## src/core/fma_pkg.sv

```systemverilog
package fma_pkg;

  // ---------------------------------------------------------------
  // Clock and timing
  // ---------------------------------------------------------------
  localparam int unsigned CLK_PERIOD_NS   = 20;
  localparam int unsigned SAMPLE_TIME_NS  = 500000;     // Flow sample period
  localparam int unsigned TEMP_TIME_NS    = 11111111;   // Temperature period at 90 Hz
  localparam int unsigned FIRST_TIME_NS   = 12000000;   // Start to first result
  localparam int unsigned READY_TYP_NS    = 16000000;   // Typical ready time
  localparam int unsigned READY_MAX_NS    = 20000000;   // Longest ready time
  localparam int unsigned MEAN_TIME_MS    = 64;         // Arithmetic-mean window
  localparam int unsigned SAMPLE_TIME_US  = 500;

  // Sample and temperature periods are typical figures, rounded to nearest
  localparam int unsigned SAMPLE_CYC    = (SAMPLE_TIME_NS + CLK_PERIOD_NS / 2) / CLK_PERIOD_NS;
  localparam int unsigned TEMP_CYC      = (TEMP_TIME_NS + CLK_PERIOD_NS / 2) / CLK_PERIOD_NS;
  localparam int unsigned FIRST_CYC     = (FIRST_TIME_NS + CLK_PERIOD_NS - 1) / CLK_PERIOD_NS;
  localparam int unsigned READY_TYP_CYC = (READY_TYP_NS + CLK_PERIOD_NS - 1) / CLK_PERIOD_NS;
  localparam int unsigned READY_MAX_CYC = READY_MAX_NS / CLK_PERIOD_NS;
  localparam int unsigned MEAN_SAMPLES  = MEAN_TIME_MS * 1000 / SAMPLE_TIME_US;

  // ---------------------------------------------------------------
  // Widths
  // ---------------------------------------------------------------
  localparam int unsigned FLOW_W   = 16;
  localparam int unsigned N_W      = 8;
  localparam int unsigned ACC_W    = 23;
  localparam int unsigned FRAC_W   = 16;
  localparam int unsigned SMOOTH_W = 32;
  localparam int unsigned CNT_W    = 24;
  localparam int unsigned DIV_STEP_W = 5;

  // ---------------------------------------------------------------
  // Averaging configuration
  // ---------------------------------------------------------------
  localparam logic [N_W-1:0]    N_UNTIL_READ = 8'h00;
  localparam logic [N_W-1:0]    N_MAX        = 8'h80;
  localparam logic [N_W-1:0]    MEAN_CNT     = N_W'(MEAN_SAMPLES);
  // 0.02 in unsigned Q16, 1310.72 rounded
  localparam logic [11:0]       ALPHA_Q16    = 12'h51F;
  localparam logic [DIV_STEP_W-1:0] DIV_STEPS = 5'h17;

  // ---------------------------------------------------------------
  // Reset values
  // ---------------------------------------------------------------
  localparam logic [FLOW_W-1:0] RST_WORD   = 16'h0000;
  localparam logic [ACC_W-1:0]  RST_ACC    = 23'h000000;
  localparam logic [N_W-1:0]    RST_N      = 8'h00;
  localparam logic [SMOOTH_W-1:0] RST_SMOOTH = 32'h00000000;
  localparam logic [CNT_W-1:0]  RST_CNT    = 24'h000000;

  typedef enum logic [1:0] {
    ST_BOOT,
    ST_IDLE,
    ST_INIT,
    ST_RUN
  } fma_state_t;

endpackage

```

## src/core/fma_div_if.sv

```systemverilog
`timescale 1ns/100ps
interface fma_div_if;
  logic                        start;
  logic [fma_pkg::ACC_W-1:0]   dividend;
  logic [fma_pkg::N_W-1:0]     divisor;
  logic                        done;
  logic [fma_pkg::FLOW_W-1:0]  quotient;

  modport client (output start, output dividend, output divisor,
                  input done, input quotient);
  modport unit   (input start, input dividend, input divisor,
                  output done, output quotient);
endinterface

```

## src/core/fma_divider.sv

```systemverilog
`timescale 1ns/100ps
module fma_divider (
  input wire logic   core_clk,   // System clock
  input wire logic   nrst,       // Async reset, active low
  fma_div_if.unit    div         // Divide request and result
);

  // ---------------------------------------------------------------
  // Restoring division, one quotient bit per cycle
  // ---------------------------------------------------------------
  logic [fma_pkg::ACC_W-1:0]      work;
  logic [fma_pkg::N_W:0]          rem;
  logic [fma_pkg::N_W-1:0]        dvs;
  logic [fma_pkg::DIV_STEP_W-1:0] steps;
  logic                           busy;
  logic                           doneQ;

  wire [fma_pkg::N_W:0] shifted = {rem[fma_pkg::N_W-1:0], work[fma_pkg::ACC_W-1]};
  wire                  fits    = shifted >= {1'b0, dvs};
  wire [fma_pkg::N_W:0] reduced = shifted - {1'b0, dvs};
  wire                  last    = steps == 5'h01;

  always_ff @(posedge core_clk or negedge nrst) begin
    if (!nrst) begin
      work  <= fma_pkg::RST_ACC;
      rem   <= 9'h000;
      dvs   <= fma_pkg::RST_N;
      steps <= 5'h00;
      busy  <= 1'b0;
    end else if (div.start) begin
      work  <= div.dividend;
      rem   <= 9'h000;
      dvs   <= div.divisor;
      steps <= fma_pkg::DIV_STEPS;
      busy  <= 1'b1;
    end else if (busy) begin
      work  <= {work[fma_pkg::ACC_W-2:0], fits};
      rem   <= fits ? reduced : shifted;
      steps <= steps - 5'h01;
      busy  <= !last;
    end
  end

  always_ff @(posedge core_clk or negedge nrst) begin
    if (!nrst) begin
      doneQ <= 1'b0;
    end else begin
      doneQ <= busy && last && !div.start;
    end
  end

  // Mean never exceeds one sample, so the low word holds it all
  assign div.quotient = work[fma_pkg::FLOW_W-1:0];
  assign div.done     = doneQ;

endmodule

```

## src/core/fma_flow_avg.sv

```systemverilog
`timescale 1ns/100ps
module fma_flow_avg #(
  parameter int unsigned SAMPLE_CYC    = fma_pkg::SAMPLE_CYC,
  parameter int unsigned TEMP_CYC      = fma_pkg::TEMP_CYC,
  parameter int unsigned FIRST_CYC     = fma_pkg::FIRST_CYC,
  parameter int unsigned READY_TYP_CYC = fma_pkg::READY_TYP_CYC,
  parameter int unsigned READY_MAX_CYC = fma_pkg::READY_MAX_CYC
) (
  input  wire logic                       core_clk,        // System clock, 50 MHz
  input  wire logic                       nrst,            // Async reset, active low
  input  wire logic                       scl,             // Serial clock pin level
  input  wire logic                       startCmd,        // Start measurement pulse
  input  wire logic                       softResetCmd,    // Soft reset pulse
  input  wire logic                       wakeCmd,         // Sleep exit pulse
  input  wire logic                       avgCfgValid,     // Averaging config pulse
  input  wire logic [fma_pkg::N_W-1:0]    avgCfgN,         // Averaging argument N
  input  wire logic                       readReq,         // Host read header seen
  input  wire logic                       readDone,        // Readout completed pulse
  input  wire logic [fma_pkg::FLOW_W-1:0] flowIn,          // Raw flow from front end
  input  wire logic [fma_pkg::FLOW_W-1:0] tempIn,          // Raw temperature
  input  wire logic [fma_pkg::FLOW_W-1:0] statusIn,        // Status word
  output      logic                       commReady,       // Answers communication
  output      logic                       heaterOn,        // Heater enable
  output      logic                       sampleTick,      // Flow sample taken
  output      logic                       readAck,         // Acknowledge read header
  output      logic [fma_pkg::FLOW_W-1:0] flowOut,         // Reported flow
  output      logic [fma_pkg::FLOW_W-1:0] tempOut,         // Reported temperature
  output      logic [fma_pkg::FLOW_W-1:0] statusOut,       // Reported status
  output      logic                       reading_ready_n  // Reading ready, active low
);

  // ---------------------------------------------------------------
  // Count limits
  // ---------------------------------------------------------------
  localparam logic [fma_pkg::CNT_W-1:0] SAMPLE_LAST = (fma_pkg::CNT_W)'(SAMPLE_CYC - 1);
  localparam logic [fma_pkg::CNT_W-1:0] TEMP_LAST   = (fma_pkg::CNT_W)'(TEMP_CYC - 1);
  localparam logic [fma_pkg::CNT_W-1:0] FIRST_LAST  = (fma_pkg::CNT_W)'(FIRST_CYC - 1);
  localparam logic [fma_pkg::CNT_W-1:0] TYP_LAST    = (fma_pkg::CNT_W)'(READY_TYP_CYC - 1);
  localparam logic [fma_pkg::CNT_W-1:0] MAX_LAST    = (fma_pkg::CNT_W)'(READY_MAX_CYC - 1);

  fma_pkg::fma_state_t state;

  logic                          sclS1;
  logic                          sclS2;
  logic                          sclS3;
  logic                          sclLevel;
  logic [fma_pkg::CNT_W-1:0]     bootCnt;
  logic [fma_pkg::CNT_W-1:0]     sclHighCnt;
  logic [fma_pkg::CNT_W-1:0]     phaseCnt;
  logic [fma_pkg::CNT_W-1:0]     tempCnt;
  logic                          fixedMode;
  logic [fma_pkg::N_W-1:0]       avgN;
  logic [fma_pkg::ACC_W-1:0]     accSum;
  logic [fma_pkg::N_W-1:0]       accCnt;
  logic                          expPhase;
  logic                          divSeed;
  logic [fma_pkg::SMOOTH_W-1:0]  smooth;
  logic [fma_pkg::FLOW_W-1:0]    tempLatest;
  logic [fma_pkg::FLOW_W-1:0]    statusLatest;
  logic                          newData;
  logic                          irqLow;

  fma_div_if div ();

  fma_divider u_div (
    .core_clk (core_clk),
    .nrst     (nrst),
    .div      (div)
  );

  // ---------------------------------------------------------------
  // Serial clock pin synchroniser
  // ---------------------------------------------------------------
  always_ff @(posedge core_clk or negedge nrst) begin
    if (!nrst) begin
      sclS1    <= 1'b1;
      sclS2    <= 1'b1;
      sclS3    <= 1'b1;
      sclLevel <= 1'b1;
    end else begin
      sclS1 <= scl;
      sclS2 <= sclS1;
      sclS3 <= sclS2;
      if (sclS2 == sclS3) begin
        sclLevel <= sclS3;
      end
    end
  end

  // ---------------------------------------------------------------
  // Sequencing decode
  // ---------------------------------------------------------------
  wire inBoot   = state == fma_pkg::ST_BOOT;
  wire inRun    = state == fma_pkg::ST_RUN;
  wire restart  = softResetCmd || wakeCmd;
  // Typical recovery only while the clock line idles high
  wire bootDone = (sclHighCnt >= TYP_LAST) || (bootCnt >= MAX_LAST);
  wire startOk  = startCmd && state == fma_pkg::ST_IDLE && !restart;
  wire initDone = state == fma_pkg::ST_INIT && phaseCnt == FIRST_LAST;
  wire cfgOk    = avgCfgValid && !inBoot && !restart && avgCfgN <= fma_pkg::N_MAX;
  wire readOk   = readDone && inRun && newData;

  assign sampleTick = inRun && phaseCnt == SAMPLE_LAST;
  wire   tempTick   = inRun && tempCnt == TEMP_LAST;

  always_ff @(posedge core_clk or negedge nrst) begin
    if (!nrst) begin
      state <= fma_pkg::ST_BOOT;
    end else if (restart) begin
      state <= fma_pkg::ST_BOOT;
    end else begin
      unique case (state)
        fma_pkg::ST_BOOT: state <= bootDone ? fma_pkg::ST_IDLE : fma_pkg::ST_BOOT;
        fma_pkg::ST_IDLE: state <= startOk ? fma_pkg::ST_INIT : fma_pkg::ST_IDLE;
        fma_pkg::ST_INIT: state <= initDone ? fma_pkg::ST_RUN : fma_pkg::ST_INIT;
        fma_pkg::ST_RUN:  state <= fma_pkg::ST_RUN;
      endcase
    end
  end

  always_ff @(posedge core_clk or negedge nrst) begin
    if (!nrst) begin
      bootCnt    <= fma_pkg::RST_CNT;
      sclHighCnt <= fma_pkg::RST_CNT;
    end else if (restart) begin
      bootCnt    <= fma_pkg::RST_CNT;
      sclHighCnt <= fma_pkg::RST_CNT;
    end else if (inBoot) begin
      bootCnt    <= bootCnt + 24'h000001;
      sclHighCnt <= sclHighCnt + {23'h000000, sclLevel};
    end
  end

  // Shared counter: init delay first, then the sample period
  always_ff @(posedge core_clk or negedge nrst) begin
    if (!nrst) begin
      phaseCnt <= fma_pkg::RST_CNT;
      tempCnt  <= fma_pkg::RST_CNT;
    end else if (restart || startOk) begin
      phaseCnt <= fma_pkg::RST_CNT;
      tempCnt  <= fma_pkg::RST_CNT;
    end else if (initDone) begin
      phaseCnt <= SAMPLE_LAST;
      tempCnt  <= TEMP_LAST;
    end else begin
      phaseCnt <= (sampleTick || !(inRun || state == fma_pkg::ST_INIT)) ?
                  fma_pkg::RST_CNT : phaseCnt + 24'h000001;
      tempCnt  <= (tempTick || !inRun) ? fma_pkg::RST_CNT : tempCnt + 24'h000001;
    end
  end

  always_ff @(posedge core_clk or negedge nrst) begin
    if (!nrst) begin
      heaterOn <= 1'b0;
    end else if (restart) begin
      heaterOn <= 1'b0;
    end else if (startOk) begin
      heaterOn <= 1'b1;
    end
  end

  assign commReady = !inBoot;

  // ---------------------------------------------------------------
  // Averaging configuration
  // ---------------------------------------------------------------
  always_ff @(posedge core_clk or negedge nrst) begin
    if (!nrst) begin
      fixedMode <= 1'b0;
      avgN      <= fma_pkg::RST_N;
    end else if (restart) begin
      fixedMode <= 1'b0;
      avgN      <= fma_pkg::RST_N;
    end else if (cfgOk) begin
      fixedMode <= avgCfgN != fma_pkg::N_UNTIL_READ;
      avgN      <= avgCfgN;
    end
  end

  // ---------------------------------------------------------------
  // Accumulation
  // ---------------------------------------------------------------
  // A sample in the readout cycle becomes the first of the new mean
  wire clearAcc = cfgOk || (readOk && !fixedMode);
  wire [fma_pkg::ACC_W-1:0] accBase = clearAcc ? fma_pkg::RST_ACC : accSum;
  wire [fma_pkg::N_W-1:0]   cntBase = clearAcc ? fma_pkg::RST_N : accCnt;
  wire                      expBase = !clearAcc && expPhase;
  wire [fma_pkg::N_W-1:0]   cntInc  = cntBase + 8'h01;
  wire [fma_pkg::ACC_W-1:0] accNext = accBase + {7'h00, flowIn};
  wire                      groupEnd = cntInc == avgN;
  wire                      expUpdate = sampleTick && !fixedMode && expBase;
  wire                      meanStart = sampleTick && !fixedMode && !expBase;
  wire                      fixedStart = sampleTick && fixedMode && groupEnd;

  assign div.start    = meanStart || fixedStart;
  assign div.dividend = accNext;
  // Divide by one passes the sample through untouched
  assign div.divisor  = fixedMode ? avgN : cntInc;

  always_ff @(posedge core_clk or negedge nrst) begin
    if (!nrst) begin
      accSum   <= fma_pkg::RST_ACC;
      accCnt   <= fma_pkg::RST_N;
      expPhase <= 1'b0;
    end else if (restart) begin
      accSum   <= fma_pkg::RST_ACC;
      accCnt   <= fma_pkg::RST_N;
      expPhase <= 1'b0;
    end else if (fixedStart) begin
      accSum   <= fma_pkg::RST_ACC;
      accCnt   <= fma_pkg::RST_N;
      expPhase <= 1'b0;
    end else if (meanStart) begin
      accSum   <= accNext;
      accCnt   <= cntInc;
      expPhase <= cntInc == fma_pkg::MEAN_CNT;
    end else if (sampleTick && fixedMode) begin
      accSum   <= accNext;
      accCnt   <= cntInc;
      expPhase <= 1'b0;
    end else begin
      accSum   <= accBase;
      accCnt   <= cntBase;
      expPhase <= expBase;
    end
  end

  // ---------------------------------------------------------------
  // Exponential smoothing, Q16 fraction kept between samples
  // ---------------------------------------------------------------
  wire signed [32:0] expDelta = $signed({1'b0, flowIn, 16'h0000}) - $signed({1'b0, smooth});
  wire signed [44:0] expProd  = expDelta * $signed({1'b0, fma_pkg::ALPHA_Q16});
  wire signed [44:0] expSum   = $signed({13'h0000, smooth}) + (expProd >>> fma_pkg::FRAC_W);
  wire [fma_pkg::SMOOTH_W-1:0] nextSmooth = expSum[fma_pkg::SMOOTH_W-1:0];
  wire seedNow = div.done && divSeed && expPhase;

  always_ff @(posedge core_clk or negedge nrst) begin
    if (!nrst) begin
      divSeed <= 1'b0;
    end else if (div.start) begin
      divSeed <= meanStart && cntInc == fma_pkg::MEAN_CNT;
    end
  end

  always_ff @(posedge core_clk or negedge nrst) begin
    if (!nrst) begin
      smooth <= fma_pkg::RST_SMOOTH;
    end else if (seedNow) begin
      smooth <= {div.quotient, 16'h0000};
    end else if (expUpdate) begin
      smooth <= nextSmooth;
    end
  end

  // ---------------------------------------------------------------
  // Result bundle
  // ---------------------------------------------------------------
  wire publish = div.done || expUpdate;

  always_ff @(posedge core_clk or negedge nrst) begin
    if (!nrst) begin
      tempLatest   <= fma_pkg::RST_WORD;
      statusLatest <= fma_pkg::RST_WORD;
    end else begin
      if (tempTick) begin
        tempLatest <= tempIn;
      end
      if (sampleTick) begin
        statusLatest <= statusIn;
      end
    end
  end

  always_ff @(posedge core_clk or negedge nrst) begin
    if (!nrst) begin
      flowOut   <= fma_pkg::RST_WORD;
      tempOut   <= fma_pkg::RST_WORD;
      statusOut <= fma_pkg::RST_WORD;
    end else if (publish && inRun && !restart) begin
      flowOut   <= expUpdate ? nextSmooth[31:16] : div.quotient;
      tempOut   <= tempLatest;
      statusOut <= sampleTick ? statusIn : statusLatest;
    end
  end

  // ---------------------------------------------------------------
  // Ready signalling; a new reading beats a same-cycle readout
  // ---------------------------------------------------------------
  wire fresh = publish && inRun && !restart;

  always_ff @(posedge core_clk or negedge nrst) begin
    if (!nrst) begin
      newData <= 1'b0;
    end else if (restart) begin
      newData <= 1'b0;
    end else if (fresh) begin
      newData <= 1'b1;
    end else if (readOk) begin
      newData <= 1'b0;
    end
  end

  always_ff @(posedge core_clk or negedge nrst) begin
    if (!nrst) begin
      irqLow <= 1'b1;
    end else if (restart) begin
      irqLow <= 1'b1;
    end else if (fresh) begin
      irqLow <= 1'b1;
    end else if (startOk || readOk) begin
      irqLow <= 1'b0;
    end
  end

  assign reading_ready_n = !irqLow;
  assign readAck         = readReq && inRun && newData;

endmodule

```

## config.mk

```make
export PLATFORM = sky130hd
export DESIGN_NAME = fma_flow_avg
export DESIGN_NICKNAME = d
export VERILOG_FILES = /design/src/core/fma_pkg.sv /design/src/core/fma_div_if.sv /design/src/core/fma_divider.sv /design/src/core/fma_flow_avg.sv
export SDC_FILE = /design/constraint.sdc
export NUM_CORES = 1
export LEC_CHECK = 0
export BUFFER_PORTS_ARGS = -buffer_cell sky130_fd_sc_hd__buf_2
export CAP_MARGIN = 10
export CORE_ASPECT_RATIO = 0.5
export CORE_MARGIN = 10
export CORE_UTILIZATION = 40
export CTS_CLUSTER_SIZE = 8
export DETAILED_ROUTE_END_ITERATION = 6
export GPL_TIMING_DRIVEN = 0
export MAX_ROUTING_LAYER = met4
export PLACE_DENSITY = 0.57
export REMOVE_ABC_BUFFERS = 1
export SKIP_CTS_REPAIR_TIMING = 1
export SYNTH_ARGS = -nofsm -noshare
export SYNTH_HDL_FRONTEND = slang
export SYNTH_SLANG_ARGS = --single-unit
```

## constraint.sdc

```tcl
create_clock -name core_clk -period 8.2 [get_ports core_clk]
set_input_delay 0.82 -clock core_clk [delete_from_list [all_inputs] [get_ports core_clk]]
set_output_delay 0.82 -clock core_clk [all_outputs]
set_load 0.005 [all_outputs]
```

# ---- Yosys cells after proc, flatten, opt, wreduce, memory -nomap -nowiden
# Index checks and enable logic that the tools add are counted.
dict set report word_totals {
  inputBits 65
  ram_bits 0
  mem_count 0
  latchBits 0
  ff_bits 305
  output_inout_bits 53
  rom_bits 0
  elab_cells 165
}
dict set report classes {
  shift 0
  order_cmp 4
  bitwise 0
  multipliers 1
  n_mux 55
  n_reduce_logical 55
  n_eq_ne 10
  add_sub_neg 10
  div 0
}
# op count
set op_table {}
lappend op_table {{24-bit 2-to-1 mux} 10}
lappend op_table {{23-bit 2-to-1 mux} 7}
lappend op_table {{8-bit 2-to-1 mux} 11}
lappend op_table {{24-bit by 1-bit adder with 24-bit output, second input constant} 3}
lappend op_table {{32-bit 2-to-1 mux} 2}
lappend op_table {{24-bit by 20-bit == test with 1-bit output, second input constant} 2}
lappend op_table {{24-bit by 20-bit >= comparator with 1-bit output, second input constant} 2}
lappend op_table {{33-bit by 12-bit multiplier with 45-bit output, second input constant} 1}
lappend op_table {{32-bit by 32-bit subtractor with 33-bit output} 1}
lappend op_table {{32-bit by 29-bit adder with 32-bit output} 1}
lappend op_table {{16-bit 2-to-1 mux} 2}
lappend op_table {{1-bit logical AND} 26}
lappend op_table {{24-bit by 1-bit adder with 24-bit output} 1}
lappend op_table {{24-bit by 15-bit == test with 1-bit output, second input constant} 1}
lappend op_table {{23-bit by 16-bit adder with 23-bit output} 1}
lappend op_table {{1-bit 2-to-1 mux} 18}
lappend op_table {{1-bit logical NOT} 10}
lappend op_table {{1-bit logical OR} 10}
lappend op_table {{5-bit 2-to-1 mux} 2}
lappend op_table {{2-bit nonzero test} 5}
lappend op_table {{9-bit by 8-bit >= comparator with 1-bit output} 1}
lappend op_table {{8-bit by 1-bit adder with 8-bit output, second input constant} 1}
lappend op_table {{8-bit == test} 1}
lappend op_table {{8-bit == test, second input constant} 1}
lappend op_table {{12 further kinds} 15}

# ---- Longest topological paths before layout
# Gate-level depths: netlist (run 1).
dict set report logic_depth {
  ltp_word 14
  ltp_mapped 42
  depth_no_buf 42
}

# ---- Cells and area by module
# From an unflattened synthesis (run 1), not the netlist that was laid out.
dict set report hier_totals {
  cells_unflattened 2652
  area_unflattened_um2 24622.4
}
# module area_each_um2 cells_each seq_area_each_um2 n_inst
set by_module_without_submodules {}
lappend by_module_without_submodules {fma_flow_avg 21983.6 2369 6487.5 1}
lappend by_module_without_submodules {fma_divider 2638.8 283 1151.1 1}

# ---- Worst setup path before layout (run 1)
# OpenSTA, ideal clock, no wires.
dict set report synth_path {
  path_type {in2reg}
  startpoint {in flowIn[0] (netlist bit)}
  endpoint {reg smooth[25] (netlist bit)}
  setup_ns 0.077
  path_slack_ns -0.990
  cell_stages 35
  arrival_ns 9.113
  path_cell_list {ha_1 or4b_4 nor4_4 o211ai_2 nor2b_1 xnor2_1 inv_1 fa_1 inv_1 fa_1 fa_1 inv_1 fa_1 inv_1 ha_1 and4_1 a21o_1 o21ai_0 o21ai_1 a221o_1 a21oi_1 o21bai_1 xor2_1 ha_1 a211o_1 a2111oi_0 a21boi_0 o31ai_1 a31o_2 a31o_2 a21o_1 a21oi_1 xnor2_1 nand2_1 a21oi_1}
}
dict set report synth_between {
  elab_chain_len 5
}
# item line_no
set synth_rtl {}
lappend synth_rtl {{start: declaration} fma_flow_avg.sv:19} ;# input wire logic [fma_pkg::FLOW_W-1:0] flowIn,
lappend synth_rtl {{32-bit by 32-bit subtractor with 33-bit output} fma_flow_avg.sv:231} ;# wire signed [32:0] expDelta = $signed({1'b0, flowIn, 16'h0000}) - $signed({1'b0, smooth});
lappend synth_rtl {{33-bit by 12-bit multiplier with 45-bit output} fma_flow_avg.sv:232} ;# wire signed [44:0] expProd = expDelta * $signed({1'b0, fma_pkg::ALPHA_Q16});
lappend synth_rtl {{32-bit by 29-bit adder with 32-bit output} fma_flow_avg.sv:233} ;# wire signed [44:0] expSum = $signed({13'h0000, smooth}) + (expProd >>> fma_pkg::FRAC_W);
lappend synth_rtl {{32-bit 2-to-1 mux} fma_flow_avg.sv:250} ;# end else if (expUpdate) begin
lappend synth_rtl {{32-bit 2-to-1 mux} fma_flow_avg.sv:248} ;# end else if (seedNow) begin
lappend synth_rtl {{end signal: assignment} fma_flow_avg.sv:247} ;# smooth <= fma_pkg::RST_SMOOTH;
lappend synth_rtl {{end signal: assignment} fma_flow_avg.sv:249} ;# smooth <= {div.quotient, 16'h0000};
lappend synth_rtl {{end signal: assignment} fma_flow_avg.sv:251} ;# smooth <= nextSmooth;
lappend synth_rtl {{end: declaration} fma_flow_avg.sv:57} ;# logic [fma_pkg::SMOOTH_W-1:0] smooth;
# No other way between the ends. The select of a mux whose other input is x is not followed.
# A chain may end at the register's enable or synchronous reset.

# ---- Worst setup path after layout (run 1)
dict set report layout_path {
  startpoint {reg smooth[0] (netlist bit)}
  endpoint {reg smooth[25] (netlist bit)}
}
dict set report layout_between {
  elab_chain_len 5
}
# item line_no
set layout_rtl {}
lappend layout_rtl {{32-bit by 32-bit subtractor with 33-bit output} fma_flow_avg.sv:231}
lappend layout_rtl {{33-bit by 12-bit multiplier with 45-bit output} fma_flow_avg.sv:232}
lappend layout_rtl {{32-bit by 29-bit adder with 32-bit output (*)} fma_flow_avg.sv:233}
lappend layout_rtl {{32-bit 2-to-1 mux (*)} fma_flow_avg.sv:250}
lappend layout_rtl {{32-bit 2-to-1 mux (*)} fma_flow_avg.sv:248}
# Every way passes the cells marked *; elsewhere a longest branch is shown, timed or not. The select of a mux whose other input is x is not followed.

==> results of run 1 <==
## power groups by stage
stage	Combinational (mW)	Clock, mW	Sequential [mW]
after floorplan	5.06	0	1.54
after global routing	9.16	1.77	1.51
after CTS	6.50	1.71	1.51
after global placement	6.43	0	1.54
after detailed placement	6.44	0	1.54
final	8.34	1.66	1.51
## through the flow
step / hold WS (ns) / utilization / worst slack [ns] / instances
CTS: 0.344 / 0.451 / -2.57 / 3645
global placement: 0.358 / 0.426 / -3.36 / 3568
global route: 0.346 / 0.487 / -1.31 / 3745
finish: 0.363 / 0.487 / -1.00 / 3745
detailed placement: 0.361 / 0.431 / -2.82 / 3582
floorplan: 0.345 / - / -1.02 / 2626
## final timing paths
kind,slack (ns),start,end,cells past startpoint
worst max-delay path,-1.00,smooth[0]$_DFFE_PN0P_,smooth[25]$_DFFE_PN0P_,36
worst min register to register,0.36,sclS1$_DFF_PN1_,sclS2$_DFF_PN1_,0
min in group asynchronous,0.37,nrst,u_div.rem[6]$_DFFE_PN0P_,1
worst max register to register,-1.00,smooth[0]$_DFFE_PN0P_,smooth[25]$_DFFE_PN0P_,36
worst min-delay path,0.36,sclS1$_DFF_PN1_,sclS2$_DFF_PN1_,0
max in group asynchronous,6.73,nrst,accSum[20]$_DFF_PN0_,2
## layout by cell type (no fill, tap or decap), types with 40 or more instances in the layout
| master | instances |
|---|---|
| nor2_1 | 245 |
| fa_1 | 143 |
| o21ai_0 | 64 |
| a21oi_1 | 133 |
| inv_1 | 296 |
| xor2_1 | 101 |
| ha_1 | 201 |
| nand2_1 | 275 |
| dfrtp_1 | 294 |
| xnor2_1 | 92 |
| buf_4 | 90 |
| buf_2 | 116 |
| nand3_1 | 76 |
| a21o_1 | 40 |
| clkbuf_16 | 44 |
## Yosys cell counts (26+ instances only)
cell and number:
dfrtp_1 300, fa_1 147, ha_1 230, clkbuf_1 58
and2_1 36, xnor2_1 113, xor2_1 117, nor2b_1 30
a21oi_1 164, o21ai_0 86, nand3_1 81, inv_1 313
a21o_1 40, and3_1 34, nand4_1 33, a31oi_1 26
nand2_1 278, nor3_1 39, mux2_2 34, nor2_1 253
## area by class of cell
cell class,instances,area (sq um),area share
Antenna cell,2,5.00,0.000168
Clock buffer,60,1190,0.0400
Clock inverter,3,47.5,0.00160
Inverter,314,1190,0.0399
Multi-Input combinational cell,2007,17000,0.570
Sequential cell,305,7650,0.257
Tap cell,825,1030,0.0347
Timing Repair Buffer,229,1680,0.0564
## state kept, by name (all words and copies together), names as in the netlist, 23 cells and up
register	flops
accSum	23
smooth	32
u_div.work	23
tempCnt	24
phaseCnt	24
sclHighCnt	24
bootCnt	24
## logic make-up (layout without fill, tap and decap cells)
family | Yosys count | after routing | synth area share
fa+ha+maj | 379 | 379 | 0.236
flops | 305 | 305 | 0.309
buf+inv | 392 | 606 | 0.0603
other cells | 0 | 2 | 0
xor+xnor | 236 | 236 | 0.0864
simple gates | 896 | 896 | 0.172
mux | 52 | 52 | 0.0228
compound gates | 444 | 444 | 0.113
## routing by layer
| layer | share of wire | vias to the layer above | global-route usage |
|---|---|---|---|
| li1 | - | 9441 | - |
| met5 | 0 | - | - |
| met2 | 0.49 | 230 | 0.275 |
| met1 | 0.47 | 9254 | 0.218 |
| met4 | 0.018 | 0 | 0.0324 |
| met3 | 0.026 | 84 | 0.0151 |
==> impl_metrics.json, run 1 <==
{
  "syn_avg_cell_area_sq_um": 9.14,
  "finalClockSkew_ns": 0.0276,
  "slew_viol_final": 0,
  "nNetsFinal": 3343,
  "async_flop_share": 1.00,
  "end_kind": "flip-flop",
  "grt_start_max_net_pins": 119,
  "clk-insertion-delay-late_ns": 0.55,
  "die_w_um": 371,
  "die_area_sq_mm": 0.0727,
  "power_mw": 11.5,
  "synth_warnings": 0,
  "ir_drop_mv": 0.668,
  "cp.arrival_ns": 9.66,
  "ant_nets": 0,
  "worst_slew_pin_slew_ns": 1.25,
  "fillCellCount": 5623,
  "leakage_nw": 14.4,
  "syn_inst": 2704,
  "hpwl_mm": 44.3,
  "cts_tree": "done",
  "crit_path_frequent_cell": "fa_1",
  "p_clk_frac": 0.144,
  "synth_area_sq_mm": 0.0247,
  "finalSetupTns_ns": -21.79,
  "cts-htree-levels": 2,
  "drt-total-wl_mm": 60.4,
  "drc": 0,
  "hold_violations": 0,
  "synth-main-ff-cell": "dfrtp_1",
  "core_area_sq_mm": 0.0611,
  "violations": "negative setup slack",
  "clock.fmax_mhz": 109,
  "std_cell_rows": 64,
  "hp-class": "reg2reg",
  "gp_congestion": 0.886,
  "viasPerCell": 5.08,
  "synth_top_area_cell": "dfrtp_1",
  "crit_family": "compound AO/OA/AOI/OAI gates",
  "critPathKind": "reg2reg",
  "status": "finished with violations",
  "synth_edf_count": 0,
  "internal-power_mw": 6.27,
  "cts.clk_slew.worst_paths_ns": 0.05,
  "setup_ws_ns": -1.00,
  "place_area_sq_mm": 0.0263,
  "cts_buffers": 44,
  "max-slew-margin-rel": 0.168,
  "port_buffers": 117,
  "wire_per_inst_um": 16.1,
  "ios": 118,
  "cap_violations": 0,
  "yosys.area.top_type_share": 0.304,
  "clkSinkCount": 305,
  "grt_pass1_vias": 18865,
  "yosys.cell_types.count": 82,
  "timing.final.crit_share": 1.12,
  "combPwrFrac": 0.725,
  "vias": 19009,
  "min_period_ns": 9.20,
  "initial_core_util": 0.404,
  "cts_root_buffer": "clkbuf_16",
  "fin_area_sq_mm": 0.0298,
  "critPathBufInv": 5,
  "layout-drive-gt1-share": 0.189,
  "setup_violations": 34,
  "gr-total-overflow": 0,
  "crit_path_max_incr_delay_ns": 0.55,
  "start_kind": "flip-flop",
  "grt_pass1_wl_mm": 98.2,
  "rsz0062_at_grt": "yes",
  "die_y_um": 196,
  "ys_seq_elements": 305,
  "cpMaxStageDelayCell": "fa_1",
  "clk_path_buf_depth": 3,
  "required_ns": 8.66,
  "p_sw_frac": 0.456,
  "cp_max_fo": 5,
  "yosysSeqAreaShare": 0.309,
  "track_usage": 0.165,
  "area_growth_pct": 20.4,
  "synthTopCellsByArea": "dfrtp_1 30%, fa_1 12%, ha_1 12%, inv_1 4.8%, nand2_1 4.2%",
  "antenna_found_initial": 2,
  "p_seq_frac": 0.131,
  "switchingPower_mw": 5.25,
  "firstDrtPassIters": 5,
  "drt_first_iter_violations": 1027,
  "power_density_mw_per_mm2": 387
}
Note: power is estimated with default switching activity, not from simulation.
==> run 2, diff against run 1 <==
--- a/config.mk
+++ b/config.mk
@@ -5,16 +5,16 @@
 export SDC_FILE = /design/constraint.sdc
 export NUM_CORES = 1
 export LEC_CHECK = 0
-export BUFFER_PORTS_ARGS = -buffer_cell sky130_fd_sc_hd__buf_2
 export CAP_MARGIN = 10
 export CORE_ASPECT_RATIO = 0.5
 export CORE_MARGIN = 10
 export CORE_UTILIZATION = 40
 export CTS_CLUSTER_SIZE = 8
 export DETAILED_ROUTE_END_ITERATION = 6
+export DONT_BUFFER_PORTS = 1
 export GPL_TIMING_DRIVEN = 0
 export MAX_ROUTING_LAYER = met4
-export PLACE_DENSITY = 0.57
+export PLACE_DENSITY = 0.55
 export REMOVE_ABC_BUFFERS = 1
 export SKIP_CTS_REPAIR_TIMING = 1
 export SYNTH_ARGS = -nofsm -noshare
==> impl_metrics.json, run 2 (synthesized netlist as in run 1, its figures left out) <==
{
  "track_usage": 0.165,
  "die_w_um": 371,
  "setup_ws_ns": -0.940,
  "clk-insertion-delay-late_ns": 0.55,
  "slew_viol_final": 0,
  "crit_path_max_incr_delay_ns": 0.54,
  "nNetsFinal": 3210,
  "die_y_um": 196,
  "ios": 118,
  "port_buffers": 0,
  "core_area_sq_mm": 0.0611,
  "power_density_mw_per_mm2": 390,
  "rsz0062_at_grt": "yes",
  "wire_per_inst_um": 16.8,
  "cp_max_fo": 6,
  "cts_root_buffer": "clkbuf_16",
  "gr-total-overflow": 0,
  "clkSinkCount": 305,
  "cpMaxStageDelayCell": "fa_1",
  "grt_pass1_wl_mm": 97.7,
  "critPathKind": "reg2reg",
  "ir_drop_mv": 0.647,
  "hp-class": "in2async",
  "largest-register": "smooth",
  "clk_path_buf_depth": 3,
  "grt_start_max_net_pins": 306,
  "worst_slew_pin_slew_ns": 1.14,
  "vias": 18559,
  "largest_reg_flops": 32,
  "std_cell_rows": 64,
  "final_common_cell": "inv_1",
  "cts_buffers": 44,
  "cts_tree": "done",
  "end_kind": "flip-flop",
  "mostFrequentLayoutCells": "299 x inv_1, 294 x dfrtp_1, 275 x nand2_1",
  "antenna_found_initial": 0,
  "drt_first_iter_violations": 1004,
  "cts-htree-levels": 2,
  "cap_violations": 0,
  "finalClockSkew_ns": 0.0254,
  "die_area_sq_mm": 0.0727,
  "hpwl_mm": 44.0,
  "power_mw": 11.2,
  "drc": 0,
  "required_ns": 8.62,
  "status": "finished with violations",
  "crit_path_frequent_cell": "fa_1",
  "insertedDiodeCount": 0,
  "layout-drive-gt1-share": 0.144,
  "cts.clk_slew.worst_paths_ns": 0.05,
  "violations": "negative setup slack",
  "max-slew-margin-rel": 0.237,
  "viasPerCell": 5.14,
  "area_growth_pct": 16.8,
  "firstDrtPassIters": 5,
  "initial_core_util": 0.404,
  "gp_congestion": 0.888,
  "fillCellCount": 5693,
  "post-route-util": 0.472,
  "timing.final.crit_share": 1.11,
  "setup_violations": 36,
  "leakage_nw": 13.8,
  "hold_violations": 0,
  "fin_hold_ws_ns": 0.116,
  "min_period_ns": 9.14,
  "cp.arrival_ns": 9.56,
  "clock.fmax_mhz": 109,
  "drt-total-wl_mm": 60.6,
  "finalSetupTns_ns": -21.42,
  "grt_pass1_vias": 18600,
  "ant_nets": 0,
  "start_kind": "flip-flop"
}
[run 2: cell types whose count changed in the layout (fill, tap and decap cells not counted), sizes merged]
cell	change
buf	-133
clkinv	+1
inv	-2
diode	-2
[run 2: final timing paths]
kind                                       startpoint                       to  slack [ns]  cells past startpoint
worst max-delay path            smooth[0]$_DFFE_PN0P_  flowOut[15]$_DFFE_PN0P_       -0.94                     36
worst min-delay path                             nrst     sclLevel$_DFFE_PN1N_        0.12                      0
worst max register to register  smooth[0]$_DFFE_PN0P_  flowOut[15]$_DFFE_PN0P_       -0.94                     36
worst min register to register        sclS1$_DFF_PN1_          sclS2$_DFF_PN1_        0.36                      0
max in group asynchronous                        nrst   bootCnt[6]$_DFFE_PN0P_        7.00                      1
min in group core_clk                             scl          sclS1$_DFF_PN1_        0.27                      0
[run 2: worst max-delay path: cells and delay by family, from the launching register on]
family          cells  cell delay, ns
compound gates     14            3.26
fa+ha+maj           6            2.53
xor+xnor            2            0.44
buf+inv             4            0.40
flops               1            0.45
simple gates       10            1.89
[run 2: per-layer routing]
layer / vias to the layer above / GRT usage / wire, um
met5: - / - / 0
met1: 9092 / 0.212 / 27800
met3: 70 / 0.0174 / 1550
met2: 212 / 0.282 / 30200
met4: 0 / 0.0349 / 1010
li1: 9185 / - / -
[run 2: final cells by class]
cell class              instances  area [sq um]  share of cell area
clock buffers                  60          1210              0.0420
clock inverters                 2          46.3             0.00160
inverters                     314          1190              0.0411
multi-input cells            2007         16800               0.582
flip-flops and latches        305          7650               0.265
well taps                     825          1030              0.0358
repair buffers                 96           923              0.0320
[run 2: power breakdown]
group	switching, mW	internal (mW)
sequential	0.00140	1.51
clock	0.660	1.02
combinational	4.45	3.61
total	5.11	6.14
[run 2: metrics by stage]
step,worst slack (ns),instances,instance area (sq um)
floorplan,-1.02,2626,24400
global placement,-2.98,3451,25400
detailed placement,-2.81,3462,25700
CTS,-2.60,3524,26900
global route,-1.22,3609,28900
finish,-0.940,3609,28900
==> run 3, diff against run 2 <==
--- a/config.mk
+++ b/config.mk
@@ -13,8 +13,10 @@
 export DETAILED_ROUTE_END_ITERATION = 6
 export DONT_BUFFER_PORTS = 1
 export GPL_TIMING_DRIVEN = 0
+export HOLD_SLACK_MARGIN = 0.06
 export MAX_ROUTING_LAYER = met4
 export PLACE_DENSITY = 0.55
+export RECOVER_POWER = 50
 export REMOVE_ABC_BUFFERS = 1
 export SKIP_CTS_REPAIR_TIMING = 1
 export SYNTH_ARGS = -nofsm -noshare
==> impl_metrics.json, run 3 (synthesized netlist as in run 1, its figures left out) <==
{
  "status": "finished with violations",
  "violations": "max-capacitance violations, max-slew violations, negative setup slack",
  "timing.final.crit_share": 1.12,
  "cts-htree-levels": 2,
  "drt_first_iter_violations": 1019,
  "finalClockSkew_ns": 0.0258,
  "antenna_found_initial": 0,
  "drc": 0,
  "crit_family": "compound AO/OA/AOI/OAI gates",
  "cap_violations": 2,
  "final_cells": 3608,
  "hp-class": "in2async",
  "critPathBufInv": 4,
  "cp_max_fo": 6,
  "fillCellCount": 5698,
  "drt-total-wl_mm": 60.4,
  "setup_violations": 35,
  "max-slew-margin-rel": -1.81,
  "slew_viol_final": 359,
  "die_y_um": 196,
  "cp.arrival_ns": 9.58,
  "viasPerCell": 5.14,
  "cts.clk_slew.worst_paths_ns": 0.05,
  "hpwl_mm": 44.0,
  "finalSetupTns_ns": -21.92,
  "cts_buffers": 44,
  "grt_start_max_net_pins": 306,
  "clkSinkCount": 305,
  "cts_tree": "done",
  "leakage_nw": 13.8,
  "core_area_sq_mm": 0.0611,
  "vias": 18538,
  "setup_ws_ns": -0.957,
  "area_growth_pct": 16.6,
  "clk-insertion-delay-late_ns": 0.55,
  "fin_hold_ws_ns": 0.116,
  "largest_reg_flops": 32,
  "port_buffers": 0,
  "clk_path_buf_depth": 3,
  "clock.fmax_mhz": 109,
  "initial_core_util": 0.404,
  "die_area_sq_mm": 0.0727,
  "nNetsFinal": 3209,
  "grt_pass1_vias": 18600,
  "critPathKind": "reg2reg",
  "gr-total-overflow": 0,
  "cts_root_buffer": "clkbuf_16",
  "start_kind": "flip-flop",
  "r2r_start": "smooth[0]$_DFFE_PN0P_",
  "rr_worst_depth": 36,
  "r2r-end": "flowOut[15]$_DFFE_PN0P_",
  "min_period_ns": 9.16,
  "post-place-cells": 3462,
  "end_kind": "flip-flop",
  "ant_nets": 0,
  "r2r_slack_ns": -0.96,
  "firstDrtPassIters": 5,
  "rsz0062_at_grt": "yes",
  "layout-drive-gt1-share": 0.142,
  "std_cell_rows": 64,
  "power_mw": 11.3,
  "insertedDiodeCount": 0,
  "grt_pass1_wl_mm": 97.7,
  "place_area_sq_mm": 0.0257,
  "worst_slew_pin_slew_ns": 4.21,
  "hold_violations": 0,
  "ir_drop_mv": 0.644,
  "ios": 118,
  "required_ns": 8.62,
  "track_usage": 0.165,
  "gp_congestion": 0.888,
  "largest-register": "smooth",
  "wire_per_inst_um": 16.7,
  "post-route-util": 0.471,
  "die_w_um": 371,
  "crit_path_frequent_cell": "fa_1",
  "power_density_mw_per_mm2": 391,
  "final_common_cell": "inv_1",
  "cpMaxStageDelayCell": "fa_1",
  "crit_path_max_incr_delay_ns": 0.55,
  "fin_area_sq_mm": 0.0288,
  "mostFrequentLayoutCells": "299 x inv_1, 294 x dfrtp_1, 275 x nand2_1",
  "place_ws_ns": -2.81
}
[run 3: changes by cell type in the layout (fill, tap and decap cells not counted), sizes merged]
cell,previous run,this run
clkbuf,60,61
buf,96,94
[run 3: how the worst max path moves through the flow]
stage / start / depth (start not counted) / end / slack [ns]
floorplan: flowIn[0] / 35 / flowOut[9]$_DFFE_PN0P_ / -1.02
global placement: state[1]$_DFF_PN0_ / 11 / flowOut[15]$_DFFE_PN0P_ / -2.98
detailed placement: flowIn[0] / 35 / smooth[31]$_DFFE_PN0P_ / -2.81
CTS: smooth[2]$_DFFE_PN0P_ / 37 / smooth[31]$_DFFE_PN0P_ / -2.60
global route: smooth[0]$_DFFE_PN0P_ / 43 / flowOut[15]$_DFFE_PN0P_ / -1.22
finish: smooth[0]$_DFFE_PN0P_ / 36 / flowOut[15]$_DFFE_PN0P_ / -0.96
[run 3: worst register-to-register path, delay by kind of cell, from the launching register on]
family,cells,cell delay [ns]
and+or+nand+nor,10,1.89
buffers and inverters,4,0.42
AOI/OAI and AO/OA,14,3.28
adders and majority gates,6,2.54
DFF,1,0.45
xor gates and xnor gates,2,0.44
[run 3: power by group]
| group | internal (mW) | total (mW) | switching, mW |
|---|---|---|---|
| combinational | 3.61 | 8.06 | 4.45 |
| clock | 1.02 | 1.68 | 0.661 |
| sequential | 1.51 | 1.51 | 0.00142 |
[run 3: routing by layer]
layer	vias up	routed length, um	part of all wire	track usage
li1	9180	-	-	-
met1	9077	27600	0.46	0.212
met2	218	30200	0.50	0.282
met3	63	1650	0.027	0.0174
met4	0	969	0.016	0.0349
met5	-	0	0	-
[run 3: layout make-up]
| class | count | area, sq um | area share |
|---|---|---|---|
| multi-input combinational | 2007 | 16800 | 0.583 |
| sequential | 305 | 7650 | 0.265 |
| clock buffer | 60 | 1210 | 0.0421 |
| inverter | 314 | 1190 | 0.0412 |
| tap | 825 | 1030 | 0.0358 |
| timing repair buffer | 95 | 876 | 0.0304 |
| clock inverter | 2 | 46.3 | 0.00161 |
